$ cat src/inc/ctimer_pkg.sv
package ctimer_pkg;
   localparam int CW = 8;
   localparam logic [CW-1:0] ZERO_CNT = 8'h00;
   localparam logic [CW-1:0] ONE_CNT = 8'h01;
   // carrier output control register fields
   localparam int COC_REMOTE_BIT = 2;
   localparam int COC_GBUF_BIT = 1;
   localparam int COC_GATE_BIT = 0;
   localparam logic [CW-1:0] COC_RESET = 8'h00;
   localparam logic [CW-1:0] COC_USED_MASK = 8'h07;

   typedef enum logic [1:0] {
      MODE_INTERVAL = 2'b00,
      MODE_SQUARE = 2'b01,
      MODE_PWM = 2'b11,
      MODE_CARRIER = 2'b10
   } mode_e;

   // configuration and compare values written by software
   typedef struct packed {
      mode_e mode;
      logic ext_clk;
      logic upper_count_enable;
      logic lower_count_enable;
      logic output_enable_bit;
      logic [CW-1:0] upper_compare;
      logic [CW-1:0] low_compare;
      logic [CW-1:0] high_compare;
   } cfg_s;

   // match events and count values
   typedef struct packed {
      logic upper_match_irq;
      logic lower_match_irq;
      logic [CW-1:0] upper_counter;
      logic [CW-1:0] lower_counter;
   } stat_s;
endpackage

$ cat src/ctimer.sv
`timescale 1ns/10ps
// Overview of operation
// - cascaded event counting adds one per valid event pin edge
// - cascaded double match clears both counters, raises lower irq only
// - lower-only match in cascade neither clears nor interrupts
// - cascade start and clear follow lower enable only
// - upper counter is high byte, lower counter low byte
// - cascaded square mode toggles output on each double match
// - clearing lower enable forces square output to zero
// - output starts low when output enable is set
// - low compare match raises lower irq, toggles, selects high compare
// - high compare match raises lower irq, toggles, selects low compare
// - upper match raises upper irq; its rising edge loads gate from buffer
// - carrier passes to output pin only while gate is one
// - control register: bit2 remote select, bit1 gate buffer, bit0 gate
// - gate writes accepted only while output enable is zero
// - gate buffer is lost when carrier is stopped
// - carrier mode runs lower counter under its own enable, upper counter only with both enables
// - pwm low width from low compare, high width from high compare
// - pwm low compare match clears lower counter
// - pwm high compare match clears lower counter
module ctimer (
   input wire logic clk_i,
   input wire logic rst_i,
   input wire ctimer_pkg::cfg_s cfg_i,
   input wire logic event_input_pin_i,
   input wire logic coc_wr_i,
   input wire logic [ctimer_pkg::CW-1:0] coc_wdata_i,
   output logic [ctimer_pkg::CW-1:0] coc_rdata_o,
   output ctimer_pkg::stat_s stat_o,
   output logic timer_output_pin_o
);
   import ctimer_pkg::*;

   logic [2:0] ev_sync_r;
   logic ev_level_r;
   logic ev_rise;
   logic tick;
   logic cascade;
   logic carrier;
   logic pwm;
   logic [CW-1:0] lower_counter_r;
   logic [CW-1:0] upper_counter_r;
   logic use_high_r;
   logic out_r;
   logic oe_prev_r;
   logic lower_en_prev_r;
   logic carrier_run_prev_r;
   logic lower_match_irq_r;
   logic upper_match_irq_r;
   logic upper_irq_prev_r;
   logic remote_r;
   logic gbuf_r;
   logic gate_r;
   logic [CW-1:0] lo_cmp;
   logic lo_hit;
   logic up_hit;
   logic both_hit;
   logic carrier_run;
   logic oe_rise;
   logic reload;
   logic [2*CW-1:0] count16;

   // event pin: three stages, edge counted once stages 2 and 3 agree
   always_ff @(posedge clk_i) begin
      if (rst_i) begin
         ev_sync_r <= 3'b000;
      end else begin
         ev_sync_r <= {ev_sync_r[1:0], event_input_pin_i};
      end
   end

   always_ff @(posedge clk_i) begin
      if (rst_i) begin
         ev_level_r <= 1'b0;
      end else if (ev_sync_r[1] == ev_sync_r[2]) begin
         ev_level_r <= ev_sync_r[2];
      end
   end

   assign ev_rise = (ev_sync_r[1] == ev_sync_r[2]) && ev_sync_r[2] && !ev_level_r;
   assign tick = cfg_i.ext_clk ? ev_rise : 1'b1;
   assign cascade = (cfg_i.mode == MODE_INTERVAL) || (cfg_i.mode == MODE_SQUARE);
   assign carrier = (cfg_i.mode == MODE_CARRIER);
   assign pwm = (cfg_i.mode == MODE_PWM);
   assign carrier_run = carrier && cfg_i.lower_count_enable && cfg_i.upper_count_enable;
   assign lo_cmp = (use_high_r && !cascade) ? cfg_i.high_compare : cfg_i.low_compare;
   assign lo_hit = (lower_counter_r == lo_cmp);
   assign up_hit = (upper_counter_r == cfg_i.upper_compare);
   assign both_hit = lo_hit && up_hit;
   assign oe_rise = cfg_i.output_enable_bit && !oe_prev_r;
   assign reload = upper_match_irq_r && !upper_irq_prev_r;
   assign count16 = {upper_counter_r, lower_counter_r};

   // lower counter: low byte in cascade, carrier/pwm base otherwise
   always_ff @(posedge clk_i) begin
      if (rst_i) begin
         lower_counter_r <= ZERO_CNT;
      end else if (!cfg_i.lower_count_enable) begin
         lower_counter_r <= ZERO_CNT;
      end else if (tick) begin
         if (cascade && both_hit) begin
            lower_counter_r <= ZERO_CNT;
         end else if (!cascade && lo_hit) begin
            lower_counter_r <= ZERO_CNT;
         end else begin
            lower_counter_r <= lower_counter_r + ONE_CNT;
         end
      end
   end

   // upper counter: carries from lower in cascade, free in carrier
   always_ff @(posedge clk_i) begin
      if (rst_i) begin
         upper_counter_r <= ZERO_CNT;
      end else if (cascade) begin
         if (!cfg_i.lower_count_enable) begin
            upper_counter_r <= ZERO_CNT;
         end else if (tick && both_hit) begin
            upper_counter_r <= ZERO_CNT;
         end else if (tick && lower_counter_r == '1) begin
            upper_counter_r <= upper_counter_r + ONE_CNT;
         end
      end else if (!carrier_run) begin
         upper_counter_r <= ZERO_CNT;
      end else if (up_hit) begin
         upper_counter_r <= ZERO_CNT;
      end else begin
         upper_counter_r <= upper_counter_r + ONE_CNT;
      end
   end

   // compare select alternates low/high outside cascade
   // enabling the pin restarts on the low phase, so pin level and select stay in step
   always_ff @(posedge clk_i) begin
      if (rst_i || !cfg_i.lower_count_enable || cascade) begin
         use_high_r <= 1'b0;
      end else if (oe_rise) begin
         use_high_r <= 1'b0;
      end else if (tick && lo_hit) begin
         use_high_r <= !use_high_r;
      end
   end

   always_ff @(posedge clk_i) begin
      if (rst_i) begin
         lower_match_irq_r <= 1'b0;
      end else begin
         lower_match_irq_r <= cfg_i.lower_count_enable && tick && (cascade ? both_hit : lo_hit);
      end
   end

   always_ff @(posedge clk_i) begin
      if (rst_i) begin
         upper_match_irq_r <= 1'b0;
         upper_irq_prev_r <= 1'b0;
      end else begin
         upper_match_irq_r <= carrier_run && up_hit;
         upper_irq_prev_r <= upper_match_irq_r;
      end
   end

   // timer output flip: low on enable rise and while stopped
   always_ff @(posedge clk_i) begin
      if (rst_i) begin
         out_r <= 1'b0;
         oe_prev_r <= 1'b0;
         lower_en_prev_r <= 1'b0;
      end else begin
         oe_prev_r <= cfg_i.output_enable_bit;
         lower_en_prev_r <= cfg_i.lower_count_enable;
         if (cfg_i.output_enable_bit && !oe_prev_r) begin
            out_r <= 1'b0;
         end else if (!cfg_i.lower_count_enable) begin
            out_r <= 1'b0;
         end else if (cfg_i.lower_count_enable && tick && (cascade ? both_hit : lo_hit)) begin
            if (cfg_i.mode != MODE_INTERVAL) begin
               out_r <= !out_r;
            end
         end
      end
   end

   // control register; stopping the carrier drops the buffer
   always_ff @(posedge clk_i) begin
      if (rst_i) begin
         remote_r <= 1'b0;
         gbuf_r <= 1'b0;
         carrier_run_prev_r <= 1'b0;
      end else begin
         carrier_run_prev_r <= carrier_run;
         if (coc_wr_i) begin
            remote_r <= coc_wdata_i[COC_REMOTE_BIT];
            gbuf_r <= coc_wdata_i[COC_GBUF_BIT];
         end else if (carrier_run_prev_r && !carrier_run) begin
            gbuf_r <= 1'b0;
         end
      end
   end

   // gate: reload on irq rising edge wins over a software write
   always_ff @(posedge clk_i) begin
      if (rst_i) begin
         gate_r <= 1'b0;
      end else if (upper_match_irq_r && !upper_irq_prev_r) begin
         gate_r <= gbuf_r;
      end else if (coc_wr_i && !cfg_i.output_enable_bit) begin
         gate_r <= coc_wdata_i[COC_GATE_BIT];
      end
   end

   always_comb begin
      coc_rdata_o = COC_RESET;
      coc_rdata_o[COC_REMOTE_BIT] = remote_r;
      coc_rdata_o[COC_GBUF_BIT] = gbuf_r;
      coc_rdata_o[COC_GATE_BIT] = gate_r;
   end

   assign stat_o = '{upper_match_irq: upper_match_irq_r, lower_match_irq: lower_match_irq_r,
                     upper_counter: upper_counter_r, lower_counter: lower_counter_r};

   // remote select one is treated as gate level output (no carrier)
   always_comb begin
      timer_output_pin_o = 1'b0;
      if (cfg_i.output_enable_bit) begin
         if (carrier) begin
            timer_output_pin_o = gate_r && (remote_r || out_r);
         end else begin
            timer_output_pin_o = out_r;
         end
      end
   end

   double_clear_a: assert property (@(posedge clk_i) disable iff (rst_i)
      cascade && cfg_i.lower_count_enable && tick && both_hit |=> lower_counter_r == ZERO_CNT
      && upper_counter_r == ZERO_CNT && lower_match_irq_r && !upper_match_irq_r)
      else $error("cascade double match did not clear");
   lower_only_a: assert property (@(posedge clk_i) disable iff (rst_i)
      cascade && cfg_i.lower_count_enable && tick && lo_hit && !up_hit |=> !lower_match_irq_r)
      else $error("irq on lower-only match");
   stop_clear_a: assert property (@(posedge clk_i) disable iff (rst_i)
      cascade && !cfg_i.lower_count_enable |=> lower_counter_r == ZERO_CNT && upper_counter_r == ZERO_CNT)
      else $error("cascade not cleared by lower enable");
   square_flip_a: assert property (@(posedge clk_i) disable iff (rst_i)
      cfg_i.mode == MODE_SQUARE && $stable(cfg_i) && cfg_i.output_enable_bit && oe_prev_r
      && cfg_i.lower_count_enable && tick && both_hit |=> out_r != $past(out_r))
      else $error("square output did not toggle");
   stop_low_a: assert property (@(posedge clk_i) disable iff (rst_i)
      !cfg_i.lower_count_enable |=> !out_r)
      else $error("output not forced low");
   enable_low_a: assert property (@(posedge clk_i) disable iff (rst_i)
      $rose(cfg_i.output_enable_bit) |=> !out_r)
      else $error("output not low at enable");
   select_swap_a: assert property (@(posedge clk_i) disable iff (rst_i)
      !cascade && $stable(cfg_i) && cfg_i.lower_count_enable && tick && lo_hit |=> use_high_r != $past(use_high_r)
      && lower_match_irq_r)
      else $error("compare select did not swap");
   gate_load_a: assert property (@(posedge clk_i) disable iff (rst_i)
      upper_match_irq_r && !upper_irq_prev_r |=> gate_r == $past(gbuf_r))
      else $error("gate not reloaded");
   gate_hold_a: assert property (@(posedge clk_i) disable iff (rst_i)
      carrier && !gate_r |-> !timer_output_pin_o)
      else $error("carrier leaked with gate low");
   gate_lock_a: assert property (@(posedge clk_i) disable iff (rst_i)
      coc_wr_i && cfg_i.output_enable_bit && !(upper_match_irq_r && !upper_irq_prev_r) |=> $stable(gate_r))
      else $error("gate written while output enabled");
   pwm_clear_a: assert property (@(posedge clk_i) disable iff (rst_i)
      pwm && cfg_i.lower_count_enable && tick && lo_hit |=> lower_counter_r == ZERO_CNT)
      else $error("pwm counter not cleared");

   // cascade counting checks
   count_step_a: assert property (@(posedge clk_i) disable iff (rst_i)
      cascade && cfg_i.lower_count_enable && tick && !both_hit |=> count16 == 16'($past(count16) + 16'h0001))
      else $error("cascade count did not step by one");
   event_hold_a: assert property (@(posedge clk_i) disable iff (rst_i)
      cascade && cfg_i.ext_clk && cfg_i.lower_count_enable && !ev_rise |=> $stable(count16))
      else $error("cascade count moved without an event edge");
   cascade_no_up_a: assert property (@(posedge clk_i) disable iff (rst_i)
      cascade |=> !upper_match_irq_r)
      else $error("upper irq raised in cascade");
   irq_clear_a: assert property (@(posedge clk_i) disable iff (rst_i)
      $past(cascade) && lower_match_irq_r |-> count16 == '0)
      else $error("cascade irq without cleared counters");
   interval_low_a: assert property (@(posedge clk_i) disable iff (rst_i)
      cfg_i.mode == MODE_INTERVAL && !out_r |=> !out_r)
      else $error("interval mode moved the output");

   // pwm and carrier checks
   out_toggle_a: assert property (@(posedge clk_i) disable iff (rst_i)
      !cascade && $stable(cfg_i) && oe_prev_r && cfg_i.lower_count_enable && tick && lo_hit
      |=> out_r != $past(out_r))
      else $error("compare match did not toggle output");
   pwm_level_a: assert property (@(posedge clk_i) disable iff (rst_i)
      !cascade && $stable(cfg_i) && oe_prev_r && cfg_i.lower_count_enable && tick && lo_hit
      |=> out_r == !$past(use_high_r))
      else $error("output level out of step with compare select");
   pwm_high_clear_a: assert property (@(posedge clk_i) disable iff (rst_i)
      pwm && cfg_i.lower_count_enable && tick && lo_hit && use_high_r |=> lower_counter_r == ZERO_CNT)
      else $error("pwm high match did not clear");
   carrier_split_a: assert property (@(posedge clk_i) disable iff (rst_i)
      carrier && !carrier_run |=> upper_counter_r == ZERO_CNT)
      else $error("upper counter ran without both enables");
   lower_idle_a: assert property (@(posedge clk_i) disable iff (rst_i)
      !cascade && !cfg_i.lower_count_enable |=> lower_counter_r == ZERO_CNT)
      else $error("lower counter ran without its enable");
   gate_pass_a: assert property (@(posedge clk_i) disable iff (rst_i)
      carrier && cfg_i.output_enable_bit && gate_r && !remote_r |-> timer_output_pin_o == out_r)
      else $error("carrier not passed with gate high");
   remote_level_a: assert property (@(posedge clk_i) disable iff (rst_i)
      carrier && cfg_i.output_enable_bit && remote_r |-> timer_output_pin_o == gate_r)
      else $error("remote select did not give gate level");

   // control register checks
   coc_field_a: assert property (@(posedge clk_i) disable iff (rst_i)
      coc_wr_i |=> coc_rdata_o[COC_REMOTE_BIT] == $past(coc_wdata_i[COC_REMOTE_BIT])
      && coc_rdata_o[COC_GBUF_BIT] == $past(coc_wdata_i[COC_GBUF_BIT]))
      else $error("control register write lost");
   gate_write_a: assert property (@(posedge clk_i) disable iff (rst_i)
      coc_wr_i && !cfg_i.output_enable_bit && !reload |=> gate_r == $past(coc_wdata_i[COC_GATE_BIT]))
      else $error("gate write refused while output off");
   gate_keep_a: assert property (@(posedge clk_i) disable iff (rst_i)
      !coc_wr_i && !reload |=> $stable(gate_r))
      else $error("gate changed without write or reload");
   gbuf_drop_a: assert property (@(posedge clk_i) disable iff (rst_i)
      carrier_run_prev_r && !carrier_run && !coc_wr_i |=> !gbuf_r)
      else $error("gate buffer kept over a stop");
   reset_state_a: assert property (@(posedge clk_i)
      rst_i |=> stat_o == '0 && coc_rdata_o == COC_RESET && !timer_output_pin_o)
      else $error("state not cleared by reset");
   pin_off_a: assert property (@(posedge clk_i) disable iff (rst_i)
      !cfg_i.output_enable_bit |-> !timer_output_pin_o)
      else $error("output pin driven while disabled");
   cover_cascade_c: cover property (@(posedge clk_i) cascade && lower_match_irq_r);
   cover_pwm_c: cover property (@(posedge clk_i) pwm && use_high_r && lower_match_irq_r);
   cover_carrier_c: cover property (@(posedge clk_i) carrier && gate_r && timer_output_pin_o);
   cover_event_c: cover property (@(posedge clk_i) cascade && cfg_i.ext_clk && ev_rise);
   cover_reload_c: cover property (@(posedge clk_i) reload && gbuf_r);
endmodule

$ cat config.mk
export PLATFORM = sky130hd
export DESIGN_NAME = ctimer
export DESIGN_NICKNAME = d
export VERILOG_FILES = /design/src/inc/ctimer_pkg.sv /design/src/ctimer.sv
export SDC_FILE = /design/constraint.sdc
export NUM_CORES = 1
export LEC_CHECK = 0
export ABC_AREA = 1
export CAP_MARGIN = 20
export CELL_PAD_IN_SITES_DETAIL_PLACEMENT = 0
export CELL_PAD_IN_SITES_GLOBAL_PLACEMENT = 1
export CORE_ASPECT_RATIO = 0.9
export CORE_MARGIN = 2
export CORE_UTILIZATION = 43
export DETAILED_ROUTE_END_ITERATION = 6
export DONT_BUFFER_PORTS = 1
export PLACE_DENSITY_LB_ADDON = 0.25
export SLEW_MARGIN = 40
export SYNTH_ARGS = -nofsm -noshare
export SYNTH_HDL_FRONTEND = slang
export SYNTH_SLANG_ARGS = --single-unit
export TNS_END_PERCENT = 50
$ cat constraint.sdc
create_clock -name clk_i -period 1.9 [get_ports clk_i]
set_input_delay 0.38 -clock clk_i [delete_from_list [all_inputs] [get_ports clk_i]]
set_output_delay 0.38 -clock clk_i [all_outputs]
set_load 0.005 [all_outputs]
After elaboration in Yosys (flattened, before gate mapping):

Index checks and enable logic that the tools add are counted.

* add/sub/neg operators: 2
* eq/ne operators: 7
* multiplexer cells: 17
* bitwise gates (word level): 1
* reductions and logical operators: 40

Operators with widths (number)
* two-way mux 8 bit: 9
* logical AND 1 bit: 19
* adder 8 x 1 -> 8 bit (second input constant): 2
* == test 8 bit: 2
* zero test 1 bit: 9
* == test 8 bit (second input constant): 1
* two-way mux 1 bit: 8
* nonzero test 2 bit: 3
* logical OR 1 bit: 4
* != test 4 x 2 -> 1 bit (second input constant): 1
* OR reduction 2 bit: 2
* OR reduction 3 bit: 1
* == test 2 x 1 -> 1 bit (second input constant): 1
* == test 2 bit (second input constant): 1
* zero test 2 bit: 1
* AND reduction 2 bit: 1
* == test 1 bit: 1
* inverter 1 bit: 1

* register bits after elaboration: 30
* input port bits: 42

Longest topological paths before layout:

* depth after elaboration: 11
* depth in mapped cells: 15
* depth with buffers taken out: 14

Worst setup path before layout:

No wires, ideal clock.

* path type: input port to flip-flop
* from: input port cfg_i[29] (netlist name)
* to: register lower_counter_r[2]
* setup time: 0.110 ns
* data arrival time: 1.535 ns
* data required time: 1.790 ns
* path slack: 0.255 ns
* cell stages on the path: 14
* path buffers: 2
* cells stage by stage: buf_6 > buf_8 > nand3_1 > nand3_1 > nand2_1 > nand2_1 > nor2_4 > nand3_2 > nor2_4 > inv_2 > nand2_2 > inv_2 > nand3b_1 > inv_1

* word-level cells in the longest chain between the ends: 9
* elaborated cells on any way between the ends: 12
* classes of those cells: eq/ne (2); mux (3); reduce/logical (7)

Ends and longest elaborated chain
* start, declared: line ctimer.sv:25 `input wire ctimer_pkg::cfg_s cfg_i,`
* == test 2 x 1 -> 1 bit / zero test 2 bit (equally long branches): line ctimer.sv:83 `assign cascade = (cfg_i.mode == MODE_INTERVAL) || (cfg_i.mode == MODE_SQUARE);`
* logical OR 1 bit *: line ctimer.sv:83
* zero test 1 bit: line ctimer.sv:87, ctimer.sv:104
* logical AND 1 bit: line ctimer.sv:87 `assign lo_cmp = (use_high_r && !cascade) ? cfg_i.high_compare : cfg_i.low_compare;`
* two-way mux 8 bit: line ctimer.sv:87
* == test 8 bit: line ctimer.sv:88 `assign lo_hit = (lower_counter_r == lo_cmp);`
* logical AND 1 bit, on equally long branches: line ctimer.sv:104, ctimer.sv:90
* two-way mux 8 bit / logical AND 1 bit (equally long branches): line ctimer.sv:104, ctimer.sv:102
* two-way mux 8 bit *: line ctimer.sv:102 `if (cascade && both_hit) begin`
* end signal, assigned: line ctimer.sv:107 `lower_counter_r <= lower_counter_r + ONE_CNT;`
* end, declared: line ctimer.sv:42 `logic [CW-1:0] lower_counter_r;`

Mark *: on every way between the ends. The rest lies on a longest branch, timed or not.
A chain may end at the register's enable or synchronous reset.

Worst setup path in the final report:

* from: register ev_sync_r[1]
* to: register upper_counter_r[3]

* word-level cells in the longest chain between the ends: 8
* elaborated cells on any way between the ends: 10
* classes of those cells: eq/ne (2); mux (4); reduce/logical (4)

Ends and longest elaborated chain
* start, declared: line ctimer.sv:35 `logic [2:0] ev_sync_r;`
* start signal, assigned: line ctimer.sv:69 `ev_sync_r <= {ev_sync_r[1:0], event_input_pin_i};`
* == test 1 bit *: line ctimer.sv:81 `assign ev_rise = (ev_sync_r[1] == ev_sync_r[2]) && ev_sync_r[2] && !ev_level_r;`
* logical AND 1 bit * (2 in series): line ctimer.sv:81
* two-way mux 1 bit *: line ctimer.sv:82 `assign tick = cfg_i.ext_clk ? ev_rise : 1'b1;`
* logical AND 1 bit: line ctimer.sv:119 `end else if (tick && both_hit) begin`
* two-way mux 8 bit: line ctimer.sv:119
* two-way mux 8 bit: line ctimer.sv:117 `if (!cfg_i.lower_count_enable) begin`
* two-way mux 8 bit: line ctimer.sv:116 `end else if (cascade) begin`
* end signal, assigned: line ctimer.sv:122 `upper_counter_r <= upper_counter_r + ONE_CNT;`
* end signal, assigned: line ctimer.sv:129 `upper_counter_r <= upper_counter_r + ONE_CNT;`
* end, declared: line ctimer.sv:43 `logic [CW-1:0] upper_counter_r;`

Marks and branches as above.

==> metrics.yaml <==
fin_nets: 362
path_max_fanout: 5
postCtsHoldBufs: 0
place_area_um2: 2130
internal-power_mw: 1.27
r2r_end: "upper_counter_r[3]"
area_delta_synth_final_pct: 12.0
hold_class: "primary input to register"
dieArea_um2: 5340
synth_largest_area_cell: "dfxtp_1"
timing.rr.start: "ev_sync_r[1]"
powerDensity_nw_per_um2: 712
design_area_um2: 2300
io_buffers: 0
drtIter0Drc: 82
max_cap_violations: 0
layout_common_cells: "nand2_1, inv_1, nor2_1"
place.gp.congestion: 0.784
drt-total-wl_mm: 4.38
cts.clk_slew.worst_paths_ns: 0.07
cts_tree: "yes"
wl_met2_mm: 1.89
cts_buffers: 5
fillCellCount: 473
critPathMaxStageDelay_ns: 0.33
core_area_um2: 4520
clock_skew_ns: 0.00981
cp.arrival_ns: 1.89
period_share_pct: 90.5
r2r_cells: 11
ys_seq_elements: 30
crit_path_end: "upper_counter_r[3]"
pin_count: 69
die_x_um: 76.8
cts-htree-levels: 2
wirelength_met1_mm: 2.16
met3WireLength_um: 272
power_frac_comb_pct: 10.2
viasPerCell: 4.78
grt_pass1_vias: 1668
cp-start-kind: "register"
hold_slack_ns: 0.145
drive_above_1_share_pct: 18.6
drt-wirelength-per-cell_um: 11.5
grt_max_degree: 17
crit_chain: "ha_1 -> nand2_2 -> nand2_4 -> nand2_1 -> nor2_2 -> nand4_1 -> nor2_2 -> nand2_2 -> nand3_2 -> buf_4 -> a21oi_1"
hpwl_mm: 3.40
dr.pass1.iters: 4
drc: 0
netlist.area_leader.share_pct: 29.3
power_switching_mw: 0.360
fin_crit_ns: 1.72
synthTopCellsByArea: "dfxtp_1, nand2_1, inv_1, nor2_1, xor2_1"
critical_path_class: "register to register"
ys_types: 32
p_leak_nw: 1.14
track_usage_pct: 17.1
p_sw_share_pct: 22.0
syn_avg_cell_area_um2: 6.70
status: "finished, final reports clean"
syn_area_um2: 2050
fmax_mhz: 582
fin_ws_ns: 0.180
clock_path_buffers: 2
final_common_cell: "nand2_1"
syn_inst: 306
critPathRequiredTime_ns: 2.07
insertion_delay_ns: 0.29
p_clk_share_pct: 49.3
dp_slack_ns: 0.0717
worst_path_max_delay_cell: "dfxtp_2"
regToRegSetupSlack_ns: 0.18
ys_seq_area_share_pct: 29.3
finalHoldViolCount: 0
startpoint: "ev_sync_r[1]"
grt_antenna_before_repair: 0
synth_warnings: 0
critPathCaptureType: "register"
routed.top_layer: "met4"
clock_sinks: 30
ir_drop_uv: 402
grt_pass1_wl_mm: 7.45
die_y_um: 69.5
setup_viol: 0
initial_utilization_pct: 45.4
num_rows: 23
root_buffer: "clkbuf_8"
p_seq_share_pct: 40.5
overflow: 0
ant_nets: 0
final_max_slew_viol_count: 0
vias: 1817
antennaDiodeCount: 0
[cell usage after synthesis]
cell type,count
a21oi_1,12
nor2_1,35
nand4_1,12
xnor2_1,1
nand3b_1,5
nand3b_2,1
nand3_2,9
nand2_4,2
or2_2,2
buf_8,1
nand4_4,1
buf_2,1
nand2_1,74
clkbuf_1,2
nand3_1,18
nor3_1,4
and3_1,1
nor2_4,3
inv_1,44
ha_1,3
buf_4,10
o211ai_1,1
inv_2,5
xor2_1,13
o21ai_0,6
a211oi_1,1
dfxtp_1,30
buf_6,3
o31ai_1,1
nand2_2,3
o21ai_1,1
conb_1,1
[final cells by class]
| class | instances | area (µm²) | share of cell area (%) |
|---|---|---|---|
| inverter | 49 | 184 | 8.01 |
| clock inverter | 2 | 60.1 | 2.62 |
| multi-input combinational | 215 | 1160 | 50.7 |
| tap | 62 | 77.6 | 3.38 |
| sequential | 30 | 607 | 26.4 |
| clock buffer | 6 | 82.6 | 3.60 |
| timing repair buffer | 16 | 120 | 5.23 |
[state kept, by name, summed over array words and instances, names as in the netlist]
name,cells
oe_prev_r,1
upper_irq_prev_r,1
remote_r,1
ev_sync_r,3
upper_match_irq_r,1
gbuf_r,1
carrier_run_prev_r,1
lower_match_irq_r,1
upper_counter_r,8
use_high_r,1
ev_level_r,1
gate_r,1
out_r,1
lower_counter_r,8
[power by group through the flow]
stage	Combinational [mW]	Sequential, mW	Clock [mW]
finish	0.166	0.662	0.806
global route	0.193	0.664	0.854
CTS	0.165	0.663	0.824
detailed placement	0.165	0.678	0
global placement	0.164	0.677	0
floorplan	0.148	0.678	0
[stage by stage]
step	std cells	power [mW]	setup TNS (ns)	utilization (%)
floorplan	310	0.825	0	-
global placement	371	0.841	0	47.1
detailed placement	371	0.842	0	47.1
CTS	379	1.65	0	50.2
global route	380	1.71	-0.0106	50.8
finish	380	1.63	0	50.8
[critical path, delay by kind of cell, from the launching register on]
kind	cells	cell delay (ns)
compound gates	1	0.06
fa+ha+maj	1	0.15
flops	1	0.33
simple gates	8	0.94
buf+inv	1	0.13
[routing by layer]
| metal | track usage, % | vias to the layer above |
|---|---|---|
| li1 | - | 966 |
| met1 | 22.4 | 802 |
| met2 | 26.5 | 42 |
| met3 | 5.73 | 7 |
| met4 | 5.66 | 0 |
| met5 | 0 | - |
[logic make-up after synthesis]
kind of cell / count (synthesis) / share of synthesized area, %
AOI/OAI and AO/OA: 22 / 5.74
xor gates and xnor gates: 14 / 5.98
adders and majority gates: 3 / 1.83
buffers and inverters: 66 / 15.6
DFF: 30 / 29.3
other: 1 / 0.183
and+or+nand+nor: 170 / 41.4
[how the worst min path moves through the flow]
| stage | depth (start not counted) | startpoint | to |
|---|---|---|---|
| floorplan | 2 | ev_sync_r[0] | ev_sync_r[1] |
| global placement | 2 | ev_sync_r[0] | ev_sync_r[1] |
| detailed placement | 2 | ev_sync_r[0] | ev_sync_r[1] |
| CTS | 1 | rst_i | ev_sync_r[1] |
| global route | 1 | rst_i | ev_sync_r[0] |
| finish | 1 | rst_i | ev_sync_r[1] |
[timing repair]
action / 4_1_cts / 5_1_grt
setup buffers: 0 / 0
gates resized for setup: 0 / 10
endpoints found under the setup margin: 0 / 14
No activity file was read; power rests on OpenSTA's default activity.
